$ cat config.mk
export PLATFORM = sky130hd
export DESIGN_NAME = mdcp_core
export DESIGN_NICKNAME = d
export VERILOG_FILES = /design/src/core/mdcp_pkg.sv /design/src/core/mdcp_core.sv /design/src/core/mdcp_skid.sv
export SDC_FILE = /design/constraint.sdc
export NUM_CORES = 1
export LEC_CHECK = 0
export BUFFER_PORTS_ARGS = -buffer_cell sky130_fd_sc_hd__buf_2
export CORE_MARGIN = 4
export CORE_UTILIZATION = 39
export CTS_BUF_LIST = sky130_fd_sc_hd__clkbuf_4
export DETAILED_ROUTE_END_ITERATION = 8
export PLACE_DENSITY = 0.67
export RECOVER_POWER = 100
export REMOVE_ABC_BUFFERS = 1
export SLEW_MARGIN = 10
export SYNTH_ARGS = -nofsm -noshare
export SYNTH_HDL_FRONTEND = slang
export SYNTH_SLANG_ARGS = --single-unit
$ cat constraint.sdc
create_clock -name ref_clk -period 4.25 [get_ports ref_clk]
set_input_delay 0.425 -clock ref_clk [delete_from_list [all_inputs] [get_ports ref_clk]]
set_output_delay 0.425 -clock ref_clk [all_outputs]
set_load 0.02 [all_outputs]
$ cat src/core/mdcp_pkg.sv
package mdcp_pkg;

	// ----------------------------------------
	// Command and response characters
	// ----------------------------------------
	localparam logic [7:0] CMD_POWER_DOWN = 8'h30;
	localparam logic [7:0] CMD_POWER_UP   = 8'h31;
	localparam logic [7:0] CMD_VOLTAGE    = 8'h56;
	localparam logic [7:0] CMD_STATUS     = 8'h53;
	localparam logic [7:0] RSP_ACK        = 8'h2E;
	localparam logic [7:0] RSP_NACK       = 8'h3F;

	// ----------------------------------------
	// Packet geometry
	// ----------------------------------------
	localparam int NUM_SLOTS        = 10;
	localparam int CHAN_PER_SLOT    = 48;
	localparam int WORDS_PER_DRV    = 14;
	localparam int HDR_WORDS        = 8;
	localparam int VOLT_PKT_BYTES   = 961;
	localparam int STAT_PKT_BYTES   = 297;
	localparam logic [15:0] MIDSCALE = 16'h8000;
	// Within twenty percent of half scale of either rail
	localparam logic [15:0] HEADROOM_HI = 16'hE666;
	localparam logic [15:0] HEADROOM_LO = 16'h199A;

	// ----------------------------------------
	// Controller condition word bit positions
	// ----------------------------------------
	localparam int CW_READY    = 0;
	localparam int CW_BIAS_ON  = 1;
	localparam int CW_INPUT    = 2;
	localparam int CW_DIAG     = 3;
	localparam int CW_FACTORY  = 4;
	localparam int CW_AMPS_OFF = 5;
	localparam int CW_REF_OK   = 6;
	localparam int CW_BAD_CMD  = 7;
	localparam int CW_LAYOUT   = 8;
	localparam int CW_RAIL     = 9;
	localparam int CW_REF_FLT  = 10;
	localparam int CW_HOT      = 11;
	localparam int CW_HW       = 12;
	localparam int CW_COOL     = 13;
	localparam int CW_HEADROOM = 14;
	localparam int CW_SLEW     = 15;
	localparam int CARD_LSB    = 6;

	// ----------------------------------------
	// Timing
	// ----------------------------------------
	localparam int CLK_MHZ         = 100;
	localparam int RESERVE_US      = 10;
	localparam int RESERVE_CYCLES  = RESERVE_US * CLK_MHZ;

	typedef enum logic [5:0] {
		MDCP_IDLE  = 6'b00_0001,
		MDCP_DOWN  = 6'b00_0010,
		MDCP_UP    = 6'b00_0100,
		MDCP_SEND  = 6'b00_1000,
		MDCP_REPLY = 6'b01_0000,
		MDCP_FETCH = 6'b10_0000
	} mdcp_state_e;

endpackage

$ cat src/core/mdcp_core.sv
`timescale 1ns/1ns
// Functional notes
// RL1 - Every command gets exactly one reply
// RL2 - Bytes one at a time, low byte first
// RL3 - Seven-bit opcodes, sixteen-bit data words
// RL4 - Unknown command: send NACK, do nothing else
// RL5 - 0x30 powers down, acknowledges with 0x2E
// RL6 - Freeze, channels to midscale, bias off, ACK
// RL7 - 0x31 applies bias, ramps frame, ACK
// RL8 - Standby holds midscale with zero bias
// RL9 - 0x56 sends 961-byte voltage packet
// RL10 - Empty slots report midscale 0x8000
// RL11 - Readback is offset binary, 32768 zero
// RL12 - 0x53 sends 297-byte status packet
// RL13 - Condition bits 0-4: ready..factory mode
// RL14 - Bits 5-7: amps off, settled, bad command
// RL15 - Upper byte holds fault flags
// RL16 - Bit 14 flags channel near rail
// RL17 - Presence word: bits 0-5 zero, cards
// RL18 - Deep or long bias sag forces shutdown; code trips only on a deep sag held RESERVE_CNT cycles
// RL19 - Rail collapse beyond reserve disables driver
// RL20 - Latch-up fault sensed forces shutdown
// RL21 - NACK character is 0x3F
// RL22 - Per-card table holds fourteen words
// RL23 - Switch word upper byte: address switches
// RL24 - Finish one reply before next command
// RL25 - Host waits for ACK before unplugging
module mdcp_core
	import mdcp_pkg::*;
#(
	parameter int RESERVE_CNT = RESERVE_CYCLES
) (
	input  wire logic        ref_clk,
	input  wire logic        rst_n,
	// Received characters
	input  wire logic        rx_valid,
	output logic             rx_ready,
	input  wire logic [7:0]  rx_data,
	// Transmitted characters
	output logic             tx_valid,
	input  wire logic        tx_ready,
	output logic      [7:0]  tx_data,
	// Data source for packets
	output logic             rd_req,
	output logic             rd_volt,
	output logic      [8:0]  rd_index,
	input  wire logic        rd_ack,
	input  wire logic [15:0] rd_word,
	// Status sources
	input  wire logic [9:0]  card_present,
	input  wire logic [15:0] bias_value,
	input  wire logic [15:0] aux_bias_value,
	input  wire logic [15:0] rail24_value,
	input  wire logic [15:0] backplane_temp,
	input  wire logic [15:0] fan_count,
	input  wire logic [7:0]  option_switches,
	input  wire logic [7:0]  address_switches,
	input  wire logic        input_port_live,
	input  wire logic        diagnostic_mode_flag,
	input  wire logic        factory_mode_flag,
	input  wire logic        reference_settled,
	input  wire logic        board_layout_fault,
	input  wire logic        rail_tolerance_flag,
	input  wire logic        too_hot_flag,
	input  wire logic        hardware_fault_flag,
	input  wire logic        cooling_loss_flag,
	input  wire logic        slew_idle_flag,
	input  wire logic        bias_sag_deep,
	input  wire logic        rail_collapse,
	input  wire logic        latchup_sense,
	input  wire logic        headroom_sample_valid,
	input  wire logic [15:0] headroom_sample,
	// Ramp control toward the analog side
	output logic             frame_freeze,
	output logic             chan_ramp_req,
	output logic             chan_to_mid,
	input  wire logic        chan_ramp_done,
	output logic             bias_ramp_req,
	output logic             bias_on_target,
	input  wire logic        bias_ramp_done,
	output logic             amps_shut_down,
	output logic [15:0]      controller_condition_word,
	output logic [15:0]      card_presence_word
);

	// ----------------------------------------
	// Pin synchronisers
	// ----------------------------------------
	logic [2:0] pin_s1_q, pin_s2_q;
	logic       sag_s, coll_s, latch_s;

	always_ff @(posedge ref_clk) begin
		if (!rst_n) begin
			pin_s1_q <= 3'b000;
			pin_s2_q <= 3'b000;
		end else begin
			pin_s1_q <= {latchup_sense, rail_collapse, bias_sag_deep};
			pin_s2_q <= pin_s1_q;
		end
	end
	assign sag_s   = pin_s2_q[0];
	assign coll_s  = pin_s2_q[1];
	assign latch_s = pin_s2_q[2];

	// ----------------------------------------
	// Output byte buffer
	// ----------------------------------------
	logic       ob_valid, ob_ready;
	logic [7:0] ob_data;

	mdcp_skid #(.W(8)) u_skid (
		.ref_clk   (ref_clk),
		.rst_n     (rst_n),
		.in_valid  (ob_valid),
		.in_ready  (ob_ready),
		.in_data   (ob_data),
		.out_valid (tx_valid),
		.out_ready (tx_ready),
		.out_data  (tx_data)
	);

	function automatic logic near_rail(input logic [15:0] v);
		return (v >= HEADROOM_HI) || (v <= HEADROOM_LO);
	endfunction

	// ----------------------------------------
	// Fault supervision
	// ----------------------------------------
	logic [$clog2(RESERVE_CNT+1)-1:0] coll_cnt_q, coll_cnt_d;
	logic [$clog2(RESERVE_CNT+1)-1:0] sag_cnt_q, sag_cnt_d;
	logic fault_trip;
	logic headroom_q, headroom_d;

	always_comb begin
		coll_cnt_d = coll_s ? coll_cnt_q : '0;
		sag_cnt_d  = sag_s ? sag_cnt_q : '0;
		if (coll_s && coll_cnt_q != RESERVE_CNT[$bits(coll_cnt_q)-1:0])
			coll_cnt_d = coll_cnt_q + 1'b1;                 // [RL19]
		if (sag_s && sag_cnt_q != RESERVE_CNT[$bits(sag_cnt_q)-1:0])
			sag_cnt_d = sag_cnt_q + 1'b1;                   // [RL18]
		headroom_d = headroom_q;
		if (headroom_sample_valid)
			headroom_d = near_rail(headroom_sample);    // [RL16] [RL11]
	end

	assign fault_trip =
		(coll_cnt_q == RESERVE_CNT[$bits(coll_cnt_q)-1:0]) ||  // [RL19]
		(sag_cnt_q == RESERVE_CNT[$bits(sag_cnt_q)-1:0]) ||    // [RL18]
		latch_s;                                               // [RL20]

	always_ff @(posedge ref_clk) begin
		if (!rst_n) begin
			coll_cnt_q <= '0;
			sag_cnt_q  <= '0;
			headroom_q <= 1'b0;
		end else begin
			coll_cnt_q <= coll_cnt_d;
			sag_cnt_q  <= sag_cnt_d;
			headroom_q <= headroom_d;
		end
	end

	// ----------------------------------------
	// Command sequencer
	// ----------------------------------------
	mdcp_state_e state_q, state_d;
	logic        bias_q, bias_d;
	logic        shut_q, shut_d;
	logic        bad_q, bad_d;
	logic        freeze_q, freeze_d;
	logic        cramp_q, cramp_d, mid_q, mid_d;
	logic        bramp_q, bramp_d, btgt_q, btgt_d;
	logic        volt_q, volt_d;
	logic        hi_q, hi_d;
	logic [7:0]  pend_q, pend_d;
	logic [9:0]  bcnt_q, bcnt_d;
	logic [15:0] word_q, word_d;
	logic [8:0]  widx_q, widx_d;
	logic        req_q, req_d;
	logic [15:0] cond_w, pres_w;
	logic [9:0]  pkt_len;

	assign pres_w = {card_present, {CARD_LSB{1'b0}}};           // [RL17]
	always_comb begin
		cond_w              = '0;
		cond_w[CW_READY]    = (state_q == MDCP_IDLE) && !shut_q;  // [RL13]
		cond_w[CW_BIAS_ON]  = bias_q;
		cond_w[CW_INPUT]    = input_port_live;
		cond_w[CW_DIAG]     = diagnostic_mode_flag;
		cond_w[CW_FACTORY]  = factory_mode_flag;
		cond_w[CW_AMPS_OFF] = shut_q;                             // [RL14]
		cond_w[CW_REF_OK]   = reference_settled;
		cond_w[CW_BAD_CMD]  = bad_q;
		cond_w[CW_LAYOUT]   = board_layout_fault;                 // [RL15]
		cond_w[CW_RAIL]     = rail_tolerance_flag;
		cond_w[CW_REF_FLT]  = sag_cnt_q != '0 && sag_s;
		cond_w[CW_HOT]      = too_hot_flag;
		cond_w[CW_HW]       = hardware_fault_flag || latch_s;
		cond_w[CW_COOL]     = cooling_loss_flag;
		cond_w[CW_HEADROOM] = headroom_q;                         // [RL16]
		cond_w[CW_SLEW]     = slew_idle_flag || coll_s;
	end

	// Header words of the status packet, in order
	function automatic logic [15:0] hdr_word(input logic [8:0] i,
		input logic [15:0] c, input logic [15:0] p);
		unique case (i)
			9'd0: return c;
			9'd1: return p;
			9'd2: return bias_value;
			9'd3: return aux_bias_value;
			9'd4: return rail24_value;
			9'd5: return backplane_temp;
			9'd6: return fan_count;
			default: return {address_switches, option_switches}; // [RL23]
		endcase
	endfunction

	// Slot owning a word index, for empty slot substitution
	function automatic logic slot_empty(input logic [8:0] i);
		logic [3:0] s;
		s = 4'(i / CHAN_PER_SLOT);
		return (s < 4'(NUM_SLOTS)) ? !card_present[s] : 1'b1;
	endfunction

	always_comb begin
		state_d  = state_q;
		bias_d   = bias_q;
		shut_d   = shut_q;
		bad_d    = bad_q;
		freeze_d = freeze_q;
		cramp_d  = 1'b0;
		mid_d    = mid_q;
		bramp_d  = 1'b0;
		btgt_d   = btgt_q;
		volt_d   = volt_q;
		hi_d     = hi_q;
		pend_d   = pend_q;
		bcnt_d   = bcnt_q;
		word_d   = word_q;
		widx_d   = widx_q;
		req_d    = 1'b0;
		ob_valid = 1'b0;
		ob_data  = pend_q;
		rx_ready = (state_q == MDCP_IDLE);                        // [RL24]
		pkt_len  = volt_q ? 10'(VOLT_PKT_BYTES) : 10'(STAT_PKT_BYTES);
		unique case (state_q)
			MDCP_IDLE: begin
				if (rx_valid) begin
					unique case (rx_data[6:0])                    // [RL3]
						CMD_POWER_DOWN[6:0]: begin
							freeze_d = 1'b1;                      // [RL6]
							mid_d    = 1'b1;
							cramp_d  = 1'b1;
							state_d  = MDCP_DOWN;                 // [RL5]
						end
						CMD_POWER_UP[6:0]: begin
							btgt_d   = 1'b1;                      // [RL7]
							bramp_d  = 1'b1;
							state_d  = MDCP_UP;
						end
						CMD_VOLTAGE[6:0], CMD_STATUS[6:0]: begin
							volt_d  = (rx_data[6:0] == CMD_VOLTAGE[6:0]);
							pend_d  = rx_data;                    // [RL9] [RL12]
							bcnt_d  = '0;
							widx_d  = '0;
							hi_d    = 1'b0;
							state_d = MDCP_REPLY;
						end
						default: begin
							bad_d   = 1'b1;                       // [RL4]
							pend_d  = RSP_NACK;                   // [RL21]
							bcnt_d  = 10'd1;
							state_d = MDCP_SEND;
						end
					endcase
					if (rx_data[7]) begin
						bad_d   = 1'b1;                           // [RL4]
						pend_d  = RSP_NACK;
						bcnt_d  = 10'd1;
						freeze_d = freeze_q;
						mid_d   = mid_q;
						btgt_d  = btgt_q;
						cramp_d = 1'b0;
						bramp_d = 1'b0;
						state_d = MDCP_SEND;
					end
				end
			end
			MDCP_DOWN: begin
				if (chan_ramp_done && mid_q && !btgt_q) begin
					bias_d   = 1'b0;                              // [RL8]
					pend_d   = RSP_ACK;                           // [RL5]
					bcnt_d   = 10'd1;
					state_d  = MDCP_SEND;
				end else if (chan_ramp_done && btgt_q) begin
					btgt_d  = 1'b0;                               // [RL6]
					bramp_d = 1'b1;
				end else if (bias_ramp_done && !btgt_q) begin
					bias_d  = 1'b0;
					pend_d  = RSP_ACK;                            // [RL6]
					bcnt_d  = 10'd1;
					state_d = MDCP_SEND;
				end
			end
			MDCP_UP: begin
				if (bias_ramp_done) begin
					bias_d   = 1'b1;
					shut_d   = 1'b0;
					freeze_d = 1'b0;
					mid_d    = 1'b0;                              // [RL7]
					cramp_d  = 1'b1;
					pend_d   = RSP_ACK;
					bcnt_d   = 10'd1;
					state_d  = MDCP_SEND;
				end
			end
			MDCP_SEND: begin
				ob_valid = 1'b1;                                  // [RL1]
				if (ob_ready)
					state_d = MDCP_IDLE;
			end
			MDCP_REPLY: begin
				ob_valid = 1'b1;
				ob_data  = (bcnt_q == '0) ? pend_q :
				           (hi_q ? word_q[15:8] : word_q[7:0]);   // [RL2]
				if (bcnt_q == '0 && ob_ready) begin
					bcnt_d  = 10'd1;
					state_d = MDCP_FETCH;
				end else if (ob_ready) begin
					bcnt_d = bcnt_q + 10'd1;
					hi_d   = !hi_q;
					if (bcnt_q + 10'd1 == pkt_len)
						state_d = MDCP_IDLE;                      // [RL1]
					else if (hi_q)
						state_d = MDCP_FETCH;
				end
			end
			MDCP_FETCH: begin
				hi_d = 1'b0;
				if (!volt_q && widx_q < 9'(HDR_WORDS)) begin
					word_d  = hdr_word(widx_q, cond_w, pres_w);    // [RL12]
					widx_d  = widx_q + 9'd1;
					state_d = MDCP_REPLY;
				end else if (volt_q && slot_empty(widx_q)) begin
					word_d  = MIDSCALE;                           // [RL10]
					widx_d  = widx_q + 9'd1;
					state_d = MDCP_REPLY;
				end else if (rd_ack) begin
					word_d  = rd_word;                            // [RL22]
					widx_d  = widx_q + 9'd1;
					state_d = MDCP_REPLY;
				end else begin
					req_d = 1'b1;
				end
			end
			default: state_d = MDCP_IDLE;
		endcase
		if (fault_trip && !shut_q) begin
			shut_d   = 1'b1;                                  // [RL19] [RL20]
			bias_d   = 1'b0;
			freeze_d = 1'b1;
			mid_d    = 1'b1;
			btgt_d   = 1'b0;
		end
	end

	always_ff @(posedge ref_clk) begin
		if (!rst_n) begin
			state_q  <= MDCP_IDLE;
			bias_q   <= 1'b0;
			shut_q   <= 1'b0;
			bad_q    <= 1'b0;
			freeze_q <= 1'b0;
			cramp_q  <= 1'b0;
			mid_q    <= 1'b1;                                 // [RL8]
			bramp_q  <= 1'b0;
			btgt_q   <= 1'b0;
			volt_q   <= 1'b0;
			hi_q     <= 1'b0;
			pend_q   <= '0;
			bcnt_q   <= '0;
			word_q   <= '0;
			widx_q   <= '0;
			req_q    <= 1'b0;
		end else begin
			state_q  <= state_d;
			bias_q   <= bias_d;
			shut_q   <= shut_d;
			bad_q    <= bad_d;
			freeze_q <= freeze_d;
			cramp_q  <= cramp_d;
			mid_q    <= mid_d;
			bramp_q  <= bramp_d;
			btgt_q   <= btgt_d;
			volt_q   <= volt_d;
			hi_q     <= hi_d;
			pend_q   <= pend_d;
			bcnt_q   <= bcnt_d;
			word_q   <= word_d;
			widx_q   <= widx_d;
			req_q    <= req_d;
		end
	end

	// ----------------------------------------
	// Outputs
	// ----------------------------------------
	assign rd_req                    = req_q;
	assign rd_volt                   = volt_q;
	assign rd_index                  = widx_q - (volt_q ? 9'd0 : 9'(HDR_WORDS));
	assign frame_freeze              = freeze_q;
	assign chan_ramp_req             = cramp_q;
	assign chan_to_mid               = mid_q;
	assign bias_ramp_req             = bramp_q;
	assign bias_on_target            = btgt_q;
	assign amps_shut_down            = shut_q;
	assign controller_condition_word = cond_w;
	assign card_presence_word        = pres_w;

endmodule

$ cat src/core/mdcp_skid.sv
`timescale 1ns/1ns
module mdcp_skid #(
	parameter int W = 8
) (
	input  wire logic         ref_clk,
	input  wire logic         rst_n,
	input  wire logic         in_valid,
	output logic              in_ready,
	input  wire logic [W-1:0] in_data,
	output logic              out_valid,
	input  wire logic         out_ready,
	output logic      [W-1:0] out_data
);

	// ----------------------------------------
	// Two-entry buffer
	// ----------------------------------------
	logic [W-1:0] mem_q [2];
	logic [W-1:0] mem_d [2];
	logic [1:0]   cnt_q, cnt_d;
	logic         rd_q, rd_d, wr_q, wr_d;
	logic         push, pop;

	assign in_ready  = (cnt_q != 2'd2);
	assign out_valid = (cnt_q != 2'd0);
	assign out_data  = mem_q[rd_q];
	assign push      = in_valid && in_ready;
	assign pop       = out_valid && out_ready;

	always_comb begin
		mem_d = mem_q;
		rd_d  = rd_q;
		wr_d  = wr_q;
		cnt_d = cnt_q;
		if (push) begin
			mem_d[wr_q] = in_data;
			wr_d        = !wr_q;
		end
		if (pop)
			rd_d = !rd_q;
		if (push && !pop)
			cnt_d = cnt_q + 2'd1;
		else if (pop && !push)
			cnt_d = cnt_q - 2'd1;
	end

	always_ff @(posedge ref_clk) begin
		if (!rst_n) begin
			cnt_q <= 2'd0;
			rd_q  <= 1'b0;
			wr_q  <= 1'b0;
		end else begin
			cnt_q <= cnt_d;
			rd_q  <= rd_d;
			wr_q  <= wr_d;
		end
		mem_q <= mem_d;
	end

endmodule

==> results of run 1 <==
[metal layers]
| layer | share of wire (%) | global-route usage [%] | vias up | routed length (µm) |
|---|---|---|---|---|
| met5 | 0 | 0 | - | 0 |
| met4 | 1.9 | 5.77 | 0 | 403 |
| met3 | 6.9 | 4.62 | 30 | 1460 |
| met1 | 45 | 28.4 | 3061 | 9410 |
| li1 | - | - | 3216 | - |
| met2 | 47 | 33.8 | 224 | 9810 |
[path summary, 6_finish.rpt]
| check | startpoint | end | slack (ns) | depth (start not counted) |
|---|---|---|---|---|
| max | widx_q[8] | widx_q[5] | 0.64 | 10 |
| min | headroom_sample_valid | headroom_q | 0.12 | 2 |
| max reg2reg | widx_q[8] | widx_q[5] | 0.64 | 10 |
| min reg2reg | pin_s1_q[1] | pin_s2_q[1] | 0.46 | 1 |
[kinds of logic (layout without fill, tap and decap cells)]
group	count (synthesis)	after routing	share of synthesized area, %
flops	106	106	34.2
fa+ha+maj	15	15	2.82
compound gates	223	223	23.0
buf+inv	99	265	8.00
simple gates	299	299	24.4
xor+xnor	30	30	4.05
mux	22	22	3.49
other cells	1	7	0.0563
[registers in the layout, indices dropped and copies added, names as in the netlist, 2 cells and up]
signal / count
pin_s1_q: 3
coll_cnt_q: 10
state_q: 6
bcnt_q: 10
sag_cnt_q: 10
u_skid.mem_q: 16
pend_q: 7
word_q: 16
pin_s2_q: 3
u_skid.cnt_q: 2
widx_q: 9
[cells in the final DEF, fill, tap and decap left out, types with 6 or more instances in the layout]
| cell type | Yosys | final |
|---|---|---|
| clkbuf_4 | 0 | 9 |
| ha_1 | 15 | 15 |
| or4_1 | 6 | 7 |
| xor2_1 | 16 | 16 |
| a22o_1 | 10 | 10 |
| and2_1 | 17 | 13 |
| nand2_1 | 66 | 67 |
| a221oi_1 | 10 | 10 |
| mux2_2 | 10 | 10 |
| o21a_1 | 7 | 7 |
| nor3b_1 | 8 | 8 |
| mux2i_1 | 12 | 12 |
| nor2b_1 | 15 | 15 |
| a222oi_1 | 6 | 6 |
| a22oi_1 | 31 | 31 |
| edfxtp_1 | 16 | 16 |
| inv_1 | 22 | 22 |
| nand4_1 | 18 | 18 |
| a21boi_0 | 15 | 15 |
| buf_4 | 31 | 6 |
| xnor2_1 | 13 | 13 |
| buf_2 | 10 | 165 |
| a21oi_1 | 27 | 28 |
| conb_1 | 1 | 6 |
| dfxtp_1 | 90 | 90 |
| nand2b_1 | 7 | 7 |
| nor2_1 | 52 | 53 |
| nor3_1 | 13 | 13 |
| or3_1 | 13 | 13 |
| nand3_1 | 29 | 29 |
| o21ai_0 | 56 | 68 |
| clkbuf_1 | 29 | 55 |
| and3_1 | 19 | 19 |
[cell type report]
cell class	instances	area, µm²	area share, %
clock buffers	9	67.6	0.874
clock inverters	7	87.6	1.13
flip-flops and latches	106	2280	29.5
repair buffers	226	1080	13.9
well taps	220	275	3.56
diodes	1	2.50	0.0324
multi-input cells	595	3850	49.8
inverters	23	87.6	1.13
[report_power, final]
part / leakage, nW / switching (mW) / internal (mW)
clock: 0.0828 / 0.372 / 0.191
sequential: 0.874 / 0.0620 / 1.10
combinational: 2.02 / 0.399 / 0.258
total: 2.98 / 0.833 / 1.55
[synth_stat cells, types with 16 or more instances]
cell type	count	area, µm²
nand3_1	29	145
dfxtp_1	90	1800
clkbuf_1	29	109
xor2_1	16	140
a21oi_1	27	135
o21ai_0	56	280
inv_1	22	82.6
edfxtp_1	16	480
nor2_1	52	195
a22oi_1	31	233
nand4_1	18	113
buf_4	31	233
and3_1	19	119
nand2_1	66	248
and2_1	17	106
==> results.json, run 1 <==
{
  "finalNonFillerCells": 1187,
  "async_reset_ff_share_pct": 0,
  "path_delay_family": "compound AO/OA/AOI/OAI gates",
  "crit_fanout": 16,
  "die_width_um": 139,
  "crit_top_cell": "a21oi_1",
  "endpoint_kind": "flop",
  "drc": 0,
  "drt-total-wl_um": 21100,
  "p_total_mw": 2.39,
  "clock_sinks": 106,
  "clk_latency_ns": 0.49,
  "ioPinCount": 226,
  "hp-class": "in -> reg",
  "finalHoldViolCount": 0,
  "place_congestion": 0.918,
  "grt_pass1_vias": 6112,
  "wl_per_cell_um": 17.8,
  "synth_area_um2": 6670,
  "dpl-instance-area_um2": 7680,
  "crit_slowest_cell": "dfxtp_1",
  "worstSetupStartpointType": "flop",
  "postCtsSetupRepairBufs": 0,
  "core-area_um2": 16600,
  "syn_inst": 795,
  "status": "finished, violations left",
  "cts_buffers": 9,
  "crit_arrival_ns": 4.04,
  "hpwl_um": 16200,
  "worstSetupPathType": "reg -> reg",
  "antenna_found_initial": 1,
  "cts_root_buf": "clkbuf_4",
  "fillers": 1722,
  "final_critical_path_setup_slack_ns": 0.636,
  "drtIter0Drc": 593,
  "dp.cells": 1170,
  "timing.hold.ws_ns": 0.118,
  "cts_tree": "done",
  "num_rows": 47,
  "fin_crit_ns": 3.61,
  "cp.required_ns": 4.67,
  "synthFlopType": "dfxtp_1",
  "p_leak_nw": 2.98,
  "ir_drop_uv": 166,
  "grt_usage_pct": 20.9,
  "drt-pass1-iter-count": 5,
  "synthToLayoutAreaGrowth_pct": 16.0,
  "yosysSeqAreaShare_pct": 34.2,
  "finClkSkew_ns": 0.0172,
  "report.final.slew_viol_count": 55,
  "htree_levels": 3,
  "rsz0062_at_grt": "false",
  "ys_seq_elements": 106,
  "grt_max_degree": 55,
  "ctsHoldBuffers": 0,
  "stdcell_area_um2": 7730,
  "overflow": 0,
  "crit_path_max_incr_delay_ns": 0.69,
  "setup_tns_ns": 0,
  "clockBufferDepth": 2,
  "crit_path_cell_trace": "ha_1, and4bb_2, a211oi_4, a311oi_2, o22ai_1, a2111oi_0, or2_2, a21oi_1, or4_1, a21oi_1",
  "syn_area_per_cell_um2": 8.39,
  "synth_cell_type_count": 83,
  "clk_pin_slew_ns": 0.18,
  "yosys_warnings": 0,
  "max-cap-violations": 1,
  "period_share_pct": 85.0,
  "die_y_um": 139,
  "nets": 1143,
  "setup_viol": 0,
  "num_vias": 6531,
  "fmax_ghz": 0.277,
  "drive_gt1_share_pct": 23.0,
  "cp_num_buf_inv": 0,
  "post_cts_resized": 0,
  "power_per_cell_area_nw_per_um2": 309,
  "initial_utilization_pct": 40.1,
  "fin_util_pct": 46.5,
  "worstMarginPinSlew_ns": 2.11,
  "drtAntennaViolNets": 0,
  "portBuffers": 219,
  "die_area_um2": 19200,
  "violations": "max-capacitance violations, max-slew violations",
  "place_ws_ns": 0.950,
  "grt_pass1_wl_um": 33100,
  "slew_headroom_pct": -41.0,
  "via_per_inst": 5.50,
  "synth_enable_flop_cells": 16
}
Note: power is estimated with default switching activity, not from simulation.
==> run 2: changes to the inputs <==
==> constraint.sdc (replaced) <==
create_clock -name ref_clk -period 4.65 [get_ports ref_clk]
set_input_delay 0.465 -clock ref_clk [delete_from_list [all_inputs] [get_ports ref_clk]]
set_output_delay 0.465 -clock ref_clk [all_outputs]
set_load 0.02 [all_outputs]
==> results.json, run 2 (same netlist as run 1, synthesis figures left out) <==
{
  "status": "finished, violations left",
  "violations": "max-capacitance violations",
  "slew_headroom_pct": 0.561,
  "grt_pass1_wl_um": 32300,
  "crit_path_max_incr_delay_ns": 0.82,
  "setup_viol": 0,
  "clockBufferDepth": 2,
  "overflow": 0,
  "drive_gt1_share_pct": 22.8,
  "report.final.slew_viol_count": 0,
  "cp.required_ns": 5.03,
  "drt-total-wl_um": 21000,
  "layout_common_cells": "165 x buf_2, 90 x dfxtp_1, 68 x o21ai_0, 67 x nand2_1, 56 x clkbuf_1",
  "worstSetupStartpointType": "flop",
  "p_clk_share_pct": 21.1,
  "clock_sinks": 106,
  "largestRegisters": "u_skid.mem_q: 16 flops, word_q: 16 flops",
  "p_int_mw": 1.37,
  "cts_buffers": 9,
  "clk_latency_ns": 0.48,
  "r2r_slack_ns": 0.90,
  "clk_pin_slew_ns": 0.16,
  "fillers": 1690,
  "multi_input_area_um2": 3850,
  "num_vias": 6568,
  "finalNonFillerCells": 1185,
  "finalHoldViolCount": 0,
  "drtAntennaViolNets": 0,
  "p_switching_mw": 0.740,
  "crit_fanout": 22,
  "final_critical_path_setup_slack_ns": 0.905,
  "post_cts_resized": 0,
  "seqPwrFrac_pct": 50.4,
  "cts_tree": "done",
  "worstReg2RegEnd": "state_q[4]",
  "crit_slowest_cell": "dfxtp_1",
  "synthToLayoutAreaGrowth_pct": 15.2,
  "postCtsSetupRepairBufs": 0,
  "grt_max_degree": 36,
  "finClkSkew_ns": 0.0159,
  "p_total_mw": 2.11,
  "ioPinCount": 226,
  "die_width_um": 139,
  "hold_depth": 2,
  "place_ws_ns": 1.19,
  "p_sw_share_pct": 35.0,
  "crit_arrival_ns": 4.13,
  "cts_root_buf": "clkbuf_4",
  "cp_num_buf_inv": 0,
  "max-cap-violations": 1,
  "drc": 0,
  "dp.cells": 1168,
  "nets": 1141,
  "period_share_pct": 80.5,
  "grt_pass1_vias": 6162,
  "p_leak_nw": 2.95,
  "initial_utilization_pct": 40.1,
  "reg2regPathDepth": 10,
  "via_per_inst": 5.54,
  "fin_util_pct": 46.2,
  "min-delay-start": "headroom_sample_valid",
  "hold_end": "headroom_q",
  "place_congestion": 0.924,
  "fin_crit_ns": 3.75,
  "ctsHoldBuffers": 0,
  "htree_levels": 3,
  "crit_path_cell_trace": "ha_1, nand2b_1, a211oi_4, mux2i_1, a2111oi_0, a21o_1, or2_2, a21oi_1, nor2_1, o221a_2",
  "ir_drop_uv": 150,
  "die_area_um2": 19200,
  "portBuffers": 219,
  "num_rows": 47,
  "final-seq-area_um2": 2280,
  "drt-pass1-iter-count": 5,
  "core-area_um2": 16600,
  "power_per_cell_area_nw_per_um2": 275,
  "rsz0062_at_grt": "false",
  "drtIter0Drc": 413,
  "hp-class": "in -> reg",
  "path_delay_family": "compound AO/OA/AOI/OAI gates",
  "endpoint_kind": "flop",
  "antenna_found_initial": 1,
  "layout_commonest_cell": "buf_2",
  "pwr-share-comb_pct": 28.5,
  "worstMarginPinSlew_ns": 1.49,
  "reg2reg_from": "widx_q[7]",
  "setup_tns_ns": 0,
  "wl_per_cell_um": 17.8,
  "worstSetupPathType": "reg -> reg",
  "dpl-instance-area_um2": 7660,
  "stdcell_area_um2": 7680,
  "grt_usage_pct": 20.7,
  "timing.hold.ws_ns": 0.178,
  "hpwl_um": 16300,
  "fmax_ghz": 0.267,
  "die_y_um": 139
}
==> run 2: cell count changes in the layout (fill, tap and decap cells not counted), sizes merged <==
| cell | before | now |
|---|---|---|
| inv | 24 | 23 |
| clkinv | 4 | 3 |
| clkbuf | 64 | 67 |
| bufinv | 1 | 0 |
| buf | 171 | 168 |
| clkinvlp | 1 | 2 |
==> run 2: power by group through the flow <==
| stage | Clock (mW) | Combinational [mW] | Sequential, mW |
|---|---|---|---|
| after floorplan | 0 | 0.382 | 1.07 |
| after global placement | 0 | 0.621 | 1.08 |
| after CTS | 0.464 | 0.631 | 1.06 |
| after global routing | 0.497 | 0.667 | 1.07 |
| final | 0.444 | 0.602 | 1.06 |
| after detailed placement | 0 | 0.628 | 1.08 |
==> run 2: worst register-to-register path: stages (launching register included) <==
cell	delay [ns]
dfxtp_1	0.82
ha_1	0.39
nand2b_1	0.20
a211oi_4	0.37
mux2i_1	0.21
a2111oi_0	0.10
a21o_1	0.22
or2_2	0.31
a21oi_1	0.56
nor2_1	0.18
o221a_2	0.29
==> run 2: worst max path at each step <==
stage / from / to / slack (ns) / cells after the start
floorplan: widx_q[5] / widx_q[7] / 1.32 / 7
global placement: widx_q[7] / state_q[4] / 1.26 / 10
detailed placement: widx_q[7] / state_q[4] / 1.19 / 10
CTS: widx_q[7] / state_q[4] / 1.15 / 10
global route: widx_q[7] / widx_q[7] / 0.57 / 10
finish: widx_q[7] / state_q[4] / 0.90 / 10
==> run 2: final cells by class <==
type | count | area share (%)
Multi-Input combinational cell | 595 | 50.1
Sequential cell | 106 | 29.7
Timing Repair Buffer | 224 | 13.8
Tap cell | 220 | 3.58
Inverter | 23 | 1.14
Clock buffer | 11 | 1.08
Clock inverter | 5 | 0.538
Antenna cell | 1 | 0.0326
==> run 2: routing by layer <==
metal	GRT usage (%)	share of wire [%]
met1	28.2	45
met2	33.6	47
met3	4.17	5.8
met4	6.02	2.0
met5	0	0
